==> src/slr_pkg.sv <==
// constants and types shared by the lun router
package slr_pkg;
    localparam int unsigned clk_period_ns = 50;
    localparam int unsigned opcode_w = 8;
    localparam logic [7:0] op_inquiry = 8'h12;
    localparam logic [7:0] op_report_luns = 8'hA0;
    localparam logic [1:0] am_periph = 2'b00;
    localparam logic [1:0] am_volume = 2'b01;
    localparam logic [1:0] am_logical = 2'b10;
    localparam logic [1:0] am_reserved = 2'b11;
    localparam logic [4:0] pdt_controller = 5'h0C;
    localparam int unsigned am_hi = 7;
    localparam int unsigned am_lo = 6;
    localparam int unsigned lu_target_w = 6;
    localparam int unsigned lu_bus_w = 3;
    localparam int unsigned lu_lun_w = 5;
    localparam int unsigned lun_bytes = 8;
    localparam int unsigned lun_used_bytes = 2;
    localparam int unsigned selftest_cycles = 16;
    typedef enum logic [2:0] {
        slr_dest_none_type = 3'b000,
        slr_dest_proc_type = 3'b001,
        slr_dest_route_type = 3'b010,
        slr_dest_reject_type = 3'b011,
        slr_dest_ignore_type = 3'b100
    } slr_dest_type;
    typedef enum logic [1:0] {
        slr_st_selftest_type = 2'b00,
        slr_st_run_type = 2'b01,
        slr_st_fault_type = 2'b10
    } slr_state_type;
endpackage

==> src/slr_dec_if.sv <==
// decode result carried from the lun decoder to the router core
`timescale 1ns/1ps
`default_nettype none
interface slr_dec_if;
    logic [1:0] method;
    logic lun_all_zero;
    logic [5:0] target;
    logic [2:0] bus;
    logic [4:0] lun;
    logic [5:0] periph_bus;
    logic [7:0] periph_tl;
    modport dec (output method, lun_all_zero, target, bus, lun, periph_bus, periph_tl);
    modport core (input method, lun_all_zero, target, bus, lun, periph_bus, periph_tl);
endinterface
`default_nettype wire

==> src/slr_lun_router.sv <==
// command router for scc lun addressing and fault indicator
`timescale 1ns/1ps
`default_nettype none
// Operation
// - in scc mode, method 00 sends the command to the internal processor.
// - in scc mode, method 10 routes to the encoded bus, target and lun.
// - inquiry by peripheral method reports device type controller, code 0xC.
// - report luns by peripheral method is passed to the processor and flagged on proc_report_luns.
// - fault indicator on in self test, off in normal use, on for faults.
// - only the first two lun bytes are decoded for the address; all eight are checked for zero.
// - inquiry to the device itself answered only when all eight lun bytes are zero.
module slr_lun_router #(
    parameter int unsigned SELFTEST_CYCLES = slr_pkg::selftest_cycles
) (
    input wire logic mclk,
    input wire logic rst_b,
    input wire logic scc_mode,
    input wire logic cmd_valid,
    input wire logic [7:0] cmd_opcode,
    input wire logic [63:0] cmd_lun,
    input wire logic comp_fault,
    output logic proc_valid,
    output logic [7:0] proc_opcode,
    output logic proc_inquiry,
    output logic [4:0] proc_pdt,
    output logic proc_report_luns,
    output logic route_valid,
    output logic [2:0] route_bus,
    output logic [5:0] route_target,
    output logic [4:0] route_lun,
    output logic reject_valid,
    output logic ready,
    output logic fault_led
);
    initial begin
        if (SELFTEST_CYCLES < 1 || SELFTEST_CYCLES > 65535) begin
            $error("SELFTEST_CYCLES out of range");
        end
    end

    slr_dec_if dec_c ();
    slr_lun_decode u_dec (
        .lun_field(cmd_lun),
        .dec(dec_c)
    );

    ////////////////////////////////////////////////////////////////////////
    // command dispatch
    slr_pkg::slr_dest_type dest;
    logic proc_valid_d, proc_valid_q;
    logic [7:0] proc_opcode_d, proc_opcode_q;
    logic proc_inq_d, proc_inq_q;
    logic [4:0] proc_pdt_d, proc_pdt_q;
    logic proc_rl_d, proc_rl_q;
    logic route_valid_d, route_valid_q;
    logic [2:0] route_bus_d, route_bus_q;
    logic [5:0] route_target_d, route_target_q;
    logic [4:0] route_lun_d, route_lun_q;
    logic reject_d, reject_q;
    logic accept;

    assign accept = cmd_valid && ready;

    always_comb begin
        dest = slr_pkg::slr_dest_none_type;
        if (accept) begin
            if (!scc_mode) begin
                dest = slr_pkg::slr_dest_ignore_type;
            end else begin
                case (dec_c.method)
                    slr_pkg::am_periph: begin
                        // inquiry to the device needs an all-zero lun
                        if (cmd_opcode == slr_pkg::op_inquiry && !dec_c.lun_all_zero) begin
                            dest = slr_pkg::slr_dest_reject_type;
                        end else begin
                            dest = slr_pkg::slr_dest_proc_type;
                        end
                    end
                    slr_pkg::am_logical: dest = slr_pkg::slr_dest_route_type;
                    slr_pkg::am_volume: dest = slr_pkg::slr_dest_reject_type;
                    slr_pkg::am_reserved: dest = slr_pkg::slr_dest_reject_type;
                    default: dest = slr_pkg::slr_dest_reject_type;
                endcase
            end
        end
    end

    always_comb begin
        proc_valid_d = (dest == slr_pkg::slr_dest_proc_type);
        proc_opcode_d = proc_opcode_q;
        proc_inq_d = 1'b0;
        proc_pdt_d = proc_pdt_q;
        proc_rl_d = 1'b0;
        route_valid_d = (dest == slr_pkg::slr_dest_route_type);
        route_bus_d = route_bus_q;
        route_target_d = route_target_q;
        route_lun_d = route_lun_q;
        reject_d = (dest == slr_pkg::slr_dest_reject_type);
        if (dest == slr_pkg::slr_dest_proc_type) begin
            proc_opcode_d = cmd_opcode;
            proc_inq_d = (cmd_opcode == slr_pkg::op_inquiry);
            proc_pdt_d = slr_pkg::pdt_controller;
            proc_rl_d = (cmd_opcode == slr_pkg::op_report_luns);
        end
        if (dest == slr_pkg::slr_dest_route_type) begin
            route_bus_d = dec_c.bus;
            route_target_d = dec_c.target;
            route_lun_d = dec_c.lun;
        end
    end

    always_ff @(posedge mclk or negedge rst_b) begin
        if (!rst_b) begin
            proc_valid_q <= 1'b0;
            proc_opcode_q <= 8'h00;
            proc_inq_q <= 1'b0;
            proc_pdt_q <= 5'h00;
            proc_rl_q <= 1'b0;
            route_valid_q <= 1'b0;
            route_bus_q <= 3'h0;
            route_target_q <= 6'h00;
            route_lun_q <= 5'h00;
            reject_q <= 1'b0;
        end else begin
            proc_valid_q <= proc_valid_d;
            proc_opcode_q <= proc_opcode_d;
            proc_inq_q <= proc_inq_d;
            proc_pdt_q <= proc_pdt_d;
            proc_rl_q <= proc_rl_d;
            route_valid_q <= route_valid_d;
            route_bus_q <= route_bus_d;
            route_target_q <= route_target_d;
            route_lun_q <= route_lun_d;
            reject_q <= reject_d;
        end
    end

    assign proc_valid = proc_valid_q;
    assign proc_opcode = proc_opcode_q;
    assign proc_inquiry = proc_inq_q;
    assign proc_pdt = proc_pdt_q;
    assign proc_report_luns = proc_rl_q;
    assign route_valid = route_valid_q;
    assign route_bus = route_bus_q;
    assign route_target = route_target_q;
    assign route_lun = route_lun_q;
    assign reject_valid = reject_q;

    ////////////////////////////////////////////////////////////////////////
    // self test and fault indicator
    slr_pkg::slr_state_type st_d, st_q;
    logic [15:0] cnt_d, cnt_q;
    logic led_d, led_q;
    logic ready_d, ready_q;

    always_comb begin
        st_d = st_q;
        cnt_d = cnt_q;
        case (st_q)
            slr_pkg::slr_st_selftest_type: begin
                if (cnt_q == 16'(SELFTEST_CYCLES - 1)) begin
                    st_d = comp_fault ? slr_pkg::slr_st_fault_type : slr_pkg::slr_st_run_type;
                end else begin
                    cnt_d = cnt_q + 16'h0001;
                end
            end
            slr_pkg::slr_st_run_type: begin
                if (comp_fault) begin
                    st_d = slr_pkg::slr_st_fault_type;
                end
            end
            slr_pkg::slr_st_fault_type: begin
                if (!comp_fault) begin
                    st_d = slr_pkg::slr_st_run_type;
                end
            end
            default: st_d = slr_pkg::slr_st_selftest_type;
        endcase
        led_d = (st_d != slr_pkg::slr_st_run_type);
        ready_d = (st_d != slr_pkg::slr_st_selftest_type);
    end

    always_ff @(posedge mclk or negedge rst_b) begin
        if (!rst_b) begin
            st_q <= slr_pkg::slr_st_selftest_type;
            cnt_q <= 16'h0000;
            led_q <= 1'b1;
            ready_q <= 1'b0;
        end else begin
            st_q <= st_d;
            cnt_q <= cnt_d;
            led_q <= led_d;
            ready_q <= ready_d;
        end
    end

    assign fault_led = led_q;
    assign ready = ready_q;
endmodule // slr_lun_router
`default_nettype wire

==> src/slr_lun_decode.sv <==
// combinational decoder of the fcp lun field
`timescale 1ns/1ps
`default_nettype none
module slr_lun_decode (
    input wire logic [63:0] lun_field,
    slr_dec_if.dec dec
);
    logic [7:0] byte0;
    logic [7:0] byte1;
    logic [slr_pkg::lun_bytes-1:0] byte_zero;

    // only first-level addressing: bytes 0 and 1 carry the address
    assign byte0 = lun_field[63:56];
    assign byte1 = lun_field[55:48];

    genvar g;
    generate
        for (g = 0; g < slr_pkg::lun_bytes; g++) begin : g_zero
            assign byte_zero[g] = (lun_field[g*8 +: 8] == 8'h00);
        end
    endgenerate

    assign dec.lun_all_zero = &byte_zero;
    assign dec.method = byte0[slr_pkg::am_hi:slr_pkg::am_lo];
    assign dec.target = byte0[5:0];
    assign dec.bus = byte1[7:5];
    assign dec.lun = byte1[4:0];
    assign dec.periph_bus = byte0[5:0];
    assign dec.periph_tl = byte1;
endmodule // slr_lun_decode
`default_nettype wire

==> config.mk <==
export PLATFORM = sky130hd
export DESIGN_NAME = slr_lun_router
export DESIGN_NICKNAME = d
export VERILOG_FILES = /design/src/slr_pkg.sv /design/src/slr_dec_if.sv /design/src/slr_lun_router.sv /design/src/slr_lun_decode.sv
export SDC_FILE = /design/constraint.sdc
export NUM_CORES = 1
export LEC_CHECK = 0
export BUFFER_PORTS_ARGS = -buffer_cell sky130_fd_sc_hd__buf_2
export CORE_MARGIN = 1.5
export CORE_UTILIZATION = 41
export CTS_BUF_LIST = sky130_fd_sc_hd__clkbuf_8 sky130_fd_sc_hd__clkbuf_16
export DETAILED_ROUTE_END_ITERATION = 6
export PLACE_DENSITY_LB_ADDON = 0.2
export REMOVE_ABC_BUFFERS = 1
export SKIP_LAST_GASP = 1
export SYNTH_ARGS = -nofsm -noshare
export SYNTH_HDL_FRONTEND = slang
export SYNTH_SLANG_ARGS = --single-unit
==> constraint.sdc <==
create_clock -name mclk -period 1.8 [get_ports mclk]
set_clock_uncertainty 0.05 [all_clocks]
set_input_delay 0.09 -clock mclk [delete_from_list [all_inputs] [get_ports mclk]]
set_output_delay 0.09 -clock mclk [all_outputs]
set_load 0.005 [all_outputs]
==> results.tsv, run 1 <==
stage	metric	value	unit
global_route	first-pass GRT wire length	8.65	mm
power_and_ir_drop	Clk pwr share	30.2	%
floorplanning	Die ar.	5690	sq um
power_and_ir_drop	Comb power frac	18.4	%
finish	share of cells above drive strength 1	46.3	%
critical_path	flop-to-flop setup slack	100	ps
global_route	gr usage total	20.5	%
critical_path	Top delay family on crit path	simple AND/OR/NAND/NOR gates	
run	Max-cap violations	0	
yosys	Synth Register Bits	48	
global_route	initial antenna violation count	0	
yosys	dominant synthesized flop cell	dfrtp_1	
placement	gp weighted congestion	0.777	
clock_network	Worst-path clk slew	80	ps
clock_network	H-tree levels	2	
routing	Vias/cell	4.84	
sta	RSZ-0062 raised after global routing	true	
power_and_ir_drop	post-layout power	2.47	mW
finish	commonest non-fill, non-tap cell in the layout	buf_2	
placement	Post-Place Cells	357	
routing	DRC errors left	0	
power_and_ir_drop	worst vdd ir	0.654	mV
global_route	met1 usage	24.7	%
placement	port buffer count	107	
routing	Vias	1886	
yosys	register area share after synthesis	55.9	%
floorplanning	die width	75.5	microns
yosys	Avg Cell Area, Syn	12.4	sq um
yosys	Yosys warning count	0	
critical_path	critical path buffer and inverter count	0	
sta	Worst Max-Slew Pin Slew	547	ps
global_route	largest net degree at the start of global routing	26	
clock_network	Skew-Pair Late Insertion Delay	290	ps
critical_path	r2r startpoint	cnt_q[12]	
floorplanning	die extent in y	75.5	microns
power_and_ir_drop	PD cells	764	nW/um^2
global_route	Global Route met2 Usage	35.5	%
critical_path	critical path endpoint category	flop	
finish	Final nets	397	
yosys	library cells used by synthesis	35	
finish	FF/Latch Area	1200	sq um
clock_network	Sink Count	48	
floorplanning	io pins	111	
critical_path	Setup crit start	cnt_q[12]	
finish	most frequent cells in the layout	107 x buf_2, 47 x dfrtp_1, 23 x dlygate4sd3_1	
clock_network	CTS buffer count	5	
finish	Filler Cell Count	442	
finish	antenna cells	0	
sta	Final Slew Violations	0	
sta	Rel. slew slack	63.6	%
sta	final period utilization	94.6	%
global_route	busiest grt layer	met2	
critical_path	Crit path depth	4	
critical_path	RR Endpoint	cnt_q[1]	
floorplanning	Starting Density	42.4	%
critical_path	crit-path cells	nor4_2 -> nand4_1 -> and2_2 -> mux2_1	
power_and_ir_drop	Switching Share	23.9	%
outcome	status	complete, no violations	
min_path	worst hold-check path type	in -> reg	
critical_path	Slowest cell on crit path	dfrtp_1	
global_route	number of global-route vias before repair	1936	
routing	DRT iter0 DRCs	52	
sta	final hold viol count	0	
yosys	number of synthesized flops with an enable pin	0	
placement	Post-DP HPWL	3.86	mm
yosys	ys async rst share	100	%
floorplanning	Core ar.	5070	sq um
critical_path	Worst setup endpoint	cnt_q[1]	
routing	wire per inst	13.4	microns
finish	multi-input logic area	936	sq um
critical_path	critical path required time	1930	ps
sta	number of setup violations in the final report	0	
critical_path	max incr delay on CP	430	ps
critical_path	Arr. time, crit path	1830	ps
power_and_ir_drop	Seq pwr share	51.3	%
finish	Non-Filler Instances	390	
floorplanning	floorplan row count	26	
sta	Fmax	587	MHz
yosys	Cells after Synth	174	
power_and_ir_drop	Psw	591	uW
routing	router iterations before antenna repair	4	
global_route	grt met3 use	4.10	%
clock_network	CTS root buffer	clkbuf_8	
global_route	Overflow after GRT	0	
power_and_ir_drop	Leakage	1.62	nW
critical_path	FF-to-FF path depth	4	
clock_network	Max clock buf depth	2	
routing	routed wire length	5.22	mm
routing	ANT nets after route	0	
finish	area growth from synthesis to layout	50.4	%
critical_path	CP max FO	6	
critical_path	Startpoint Class	flop	
yosys	Syn Std Cell Area	2150	sq um
clock_network	CTS tree	built	
sta	final worst path period need	1700	ps
power_and_ir_drop	Power Internal	1.88	mW
critical_path	Setup CP Type	reg -> reg	
## registers in the layout (all words and copies together) (netlist names)
name and cells:
cnt_q 16, proc_opcode 8, route_target 6, route_lun 5, route_bus 3, st_q 2, fault_led 1, proc_inquiry 1
proc_pdt 1, proc_report_luns 1, proc_valid 1, ready 1, reject_valid 1, route_valid 1
## worst min-delay path by stage
stage                  startpoint                to  slack, ps  cells after the start
floorplan                   rst_b          cnt_q[0]       -260                      0
global placement            rst_b  proc_report_luns         60                      1
detailed placement          rst_b    proc_opcode[4]         50                      1
CTS                 cmd_opcode[4]    proc_opcode[4]          8                      2
global route        cmd_opcode[4]    proc_opcode[4]         10                      2
finish              cmd_opcode[4]    proc_opcode[4]         20                      2
## worst reg2reg max path, cell delays in order (launching register included)
cell and delay (ps):
dfrtp_1 430, nor4_2 330, nand4_1 190, and2_2 270, mux2_1 320
## metrics by stage
step	area (sq um)	TNS, ps	setup WS (ps)	hold WS (ps)	utilization [%]
final	3240	0	97.4	18.4	63.8
after global routing	3240	-117	-50.0	11.6	63.8
after CTS	3180	0	4.24	7.50	62.6
after detailed placement	2830	0	12.2	54.5	55.8
after global placement	2830	0	44.5	55.0	55.8
after floorplan	2120	0	116	-256	-
## cells by family after synthesis
family                   synth area share [%]
adder cells (fa/ha/maj)                 0.581
buffers and inverters                    2.85
flip-flops                               55.9
AO/OA/AOI/OAI                            3.84
XOR/XNOR                                 6.10
other                                   0.174
AND/OR/NAND/NOR                          21.3
multiplexers                             9.24
## synth_stat cells (all sizes together), types with 2 or more instances
cell	n	area share (%)
dfrtp	47	55
a22o	6	2.4
mux2	17	9.2
nor2	9	1.6
nor4	21	8.3
or3	2	0.58
a21oi	2	0.64
nand2	9	1.6
buf	5	1.6
nand3	7	1.9
xnor2	7	2.8
xor2	8	3.3
and2	2	0.58
and3	4	1.2
nand4	7	2.3
inv	6	1.0
nor3	5	1.7
nand2b	2	0.58
## power by group through the flow
stage	Clock (mW)	Sequential [mW]	Combinational, mW
floorplan	0	1.30	0.121
global placement	0	1.29	0.409
detailed placement	0	1.29	0.412
CTS	0.769	1.27	0.450
global route	0.809	1.28	0.509
finish	0.747	1.27	0.456
## routing by layer
layer / up-vias / routed length (microns)
li1: 918 / -
met1: 895 / 2320
met2: 63 / 2490
met3: 10 / 284
met4: 0 / 117
met5: - / 0
## layout make-up
| type | instances | area share, % |
|---|---|---|
| flip-flops and latches | 48 | 37.1 |
| multi-input cells | 116 | 28.9 |
| repair buffers | 142 | 27.2 |
| well taps | 70 | 2.71 |
| clock buffers | 5 | 2.13 |
| clock inverters | 3 | 1.20 |
| inverters | 6 | 0.696 |
## timing repair
item	4_1_cts	5_1_grt
hold endpoints to repair	47	0
setup endpoints to repair	0	12
resized for setup	0	7
setup buffers	0	2
hold buffers	24	0
(Power assumes the default switching activity.)
==> inputs of run 2 (changes only) <==
- CORE_MARGIN: 1.5 -> 2
- CORE_UTILIZATION: 41 -> 45
- SETUP_SLACK_MARGIN: default -> 0.15
- clock period: 1.8 -> 1.7 ns (I/O delays scaled with it)
==> run 2 against run 1 <==
First-iteration DRC count increased by 15%. Via count increased by 4.1%. Global-route usage grew 1.7 points. Routed wire length rose by 11%. Largest cell class unchanged. Cell count shrank 1.0%. Non-clock buffer count increased by 12. Flip-flop and latch count did not move. Die area down 6.0%.
==> results.tsv, run 2 (synthesized netlist as in run 1, its figures left out) <==
stage	metric	value	unit	change
outcome	status	complete, no violations		
floorplanning	die width	73.2	microns	-3.0%
clock_network	Skew-Pair Late Insertion Delay	300	ps	about the same
routing	ANT nets after route	0		unchanged
critical_path	RR Endpoint	cnt_q[13]		
sta	final worst path period need	1650	ps	-56.2 ps
finish	final instance area	3390	sq um	+4.8%
sta	number of setup violations in the final report	0		unchanged
finish	area growth from synthesis to layout	57.6	%	
routing	Vias/cell	5.09		+5.2%
placement	Post-Place Cells	351		-1.7%
routing	router iterations before antenna repair	4		unchanged
routing	DRT iter0 DRCs	60		+15%
sta	final period utilization	96.8	%	+2.3 points
global_route	first-pass GRT wire length	9.05	mm	+4.6%
critical_path	Startpoint Class	flop		
finish	share of cells above drive strength 1	52.1	%	+5.9 points
floorplanning	Core ar.	4660	sq um	-8.2%
global_route	gr usage total	22.2	%	+1.7 points
critical_path	Setup CP Type	reg -> reg		
routing	DRC errors left	0		unchanged
placement	port buffer count	107		unchanged
critical_path	flop-to-flop setup slack	50	ps	-40 ps
power_and_ir_drop	Leakage	1.73	nW	+6.8%
placement	post-place instance area	2900	sq um	+2.4%
critical_path	r2r startpoint	cnt_q[10]		
clock_network	Sink Count	48		unchanged
power_and_ir_drop	worst vdd ir	0.519	mV	-21%
finish	Final nets	409		+3.0%
finish	most frequent cells in the layout	107 x buf_2, 47 x dfrtp_1, 23 x dlygate4sd3_1		
clock_network	CTS root buffer	clkbuf_8		
critical_path	Worst setup endpoint	cnt_q[13]		
floorplanning	Die ar.	5350	sq um	-6.0%
global_route	initial antenna violation count	0		unchanged
finish	commonest non-fill, non-tap cell in the layout	buf_2		
critical_path	CP max FO	4		-2
min_path	worst hold-check path type	in -> reg		
floorplanning	Starting Density	46.2	%	+3.8 points
critical_path	Setup crit start	cnt_q[10]		
floorplanning	floorplan row count	25		-3.8%
sta	Rel. slew slack	62.1	%	-1.5 points
floorplanning	die extent in y	73.2	microns	-3.0%
routing	routed wire length	5.81	mm	+11%
sta	final hold viol count	0		unchanged
sta	Final Slew Violations	0		unchanged
sta	Worst Max-Slew Pin Slew	569	ps	+22.3 ps
critical_path	Arr. time, crit path	1770	ps	-60 ps
finish	number of flip-flops in the largest register	16		unchanged
run	Max-cap violations	0		unchanged
sta	Fmax	607	MHz	+3.4%
finish	Largest Register	cnt_q		
sta	RSZ-0062 raised after global routing	true		
placement	gp weighted congestion	0.807		+3.8%
clock_network	Worst-path clk slew	90	ps	about the same
clock_network	Max clock buf depth	2		unchanged
critical_path	critical path endpoint category	flop		
placement	Post-DP HPWL	4.15	mm	+7.3%
critical_path	FF-to-FF path depth	6		+2
min_path	hold depth	2		unchanged
sta	Worst Hold Slack	8.47	ps	-9.89 ps
routing	wire per inst	15.0	microns	+12%
clock_network	CTS buffer count	5		unchanged
global_route	Overflow after GRT	0		unchanged
finish	antenna cells	0		unchanged
finish	Non-Filler Instances	386		-1.0%
critical_path	critical path required time	1830	ps	-100 ps
global_route	largest net degree at the start of global routing	26		unchanged
global_route	number of global-route vias before repair	1998		+3.2%
clock_network	CTS tree	built		
finish	Filler Cell Count	334		-24%
floorplanning	io pins	111		unchanged
routing	Vias	1964		+4.1%
power_and_ir_drop	PD cells	747	nW/um^2	-2.2%
clock_network	H-tree levels	2		unchanged
-- run 2: changes by cell type in the layout (fill, tap and decap cells not counted), moves of 2 or more --
cell / change
buf_4: +8
buf_6: +4
nor2_1: -4
nor2_4: +4
nor3_1: -3
nor3_4: +2
-- run 2: through the flow --
step / setup slack (ps) / util, % / setup TNS (ps) / power (mW)
final: 53.6 / 72.8 / 0 / 2.53
after global routing: -39.4 / 72.8 / -141 / 2.68
after global placement: -19.5 / 62.2 / -38.7 / 1.80
after floorplan: 16.2 / - / 0 / 1.50
after detailed placement: -85.4 / 62.2 / -166 / 1.82
after CTS: 85.9 / 70.7 / 0 / 2.55
-- run 2: how the worst min path moves through the flow --
stage | slack, ps | startpoint | endpoint
floorplan | -260 | rst_b | cnt_q[0]
global placement | 50 | rst_b | route_lun[0]
detailed placement | 60 | rst_b | route_lun[0]
CTS | 6 | cmd_opcode[7] | proc_opcode[7]
global route | 10 | scc_mode | reject_valid
finish | 8 | cmd_opcode[3] | proc_opcode[3]
-- run 2: area by class of cell --
class | count | area [sq um] | area share, %
timing repair buffer | 154 | 986 | 29.1
tap | 54 | 67.6 | 1.99
sequential | 48 | 1200 | 35.5
inverter | 6 | 22.5 | 0.664
clock buffer | 6 | 82.6 | 2.44
clock inverter | 2 | 11.3 | 0.332
multi-input combinational | 116 | 1020 | 30.0
-- run 2: repair_timing --
item | in CTS | in global routing
hold buffers | 23 | 0
setup endpoints to repair | 18 | 20
pin swaps | 1 | 15
buffers inserted | 2 | 2
endpoints found under the hold margin | 45 | 0
resized for setup | 14 | 17
-- run 2: worst max-delay path, cell delays in order, from the launching register on --
cell	delay, ps
dfrtp_1	420
nor4_2	310
nand4_1	200
nand4_1	200
buf_6	170
nor2_4	40
xor2_1	140
-- run 2: layer usage --
metal | global-route usage (%) | part of all wire (%) | up-vias
met4 | 9.26 | 2.2 | 0
met3 | 5.80 | 6.1 | 14
met1 | 28.1 | 43 | 935
met5 | 0 | 0 | -
met2 | 36.1 | 49 | 73
li1 | - | - | 942
-- run 2: power by group --
| part | total [mW] | internal (mW) | switching, mW |
|---|---|---|---|
| clock network | 0.693 | 0.325 | 0.368 |
| registers | 1.34 | 1.28 | 0.0696 |
| logic | 0.495 | 0.291 | 0.203 |
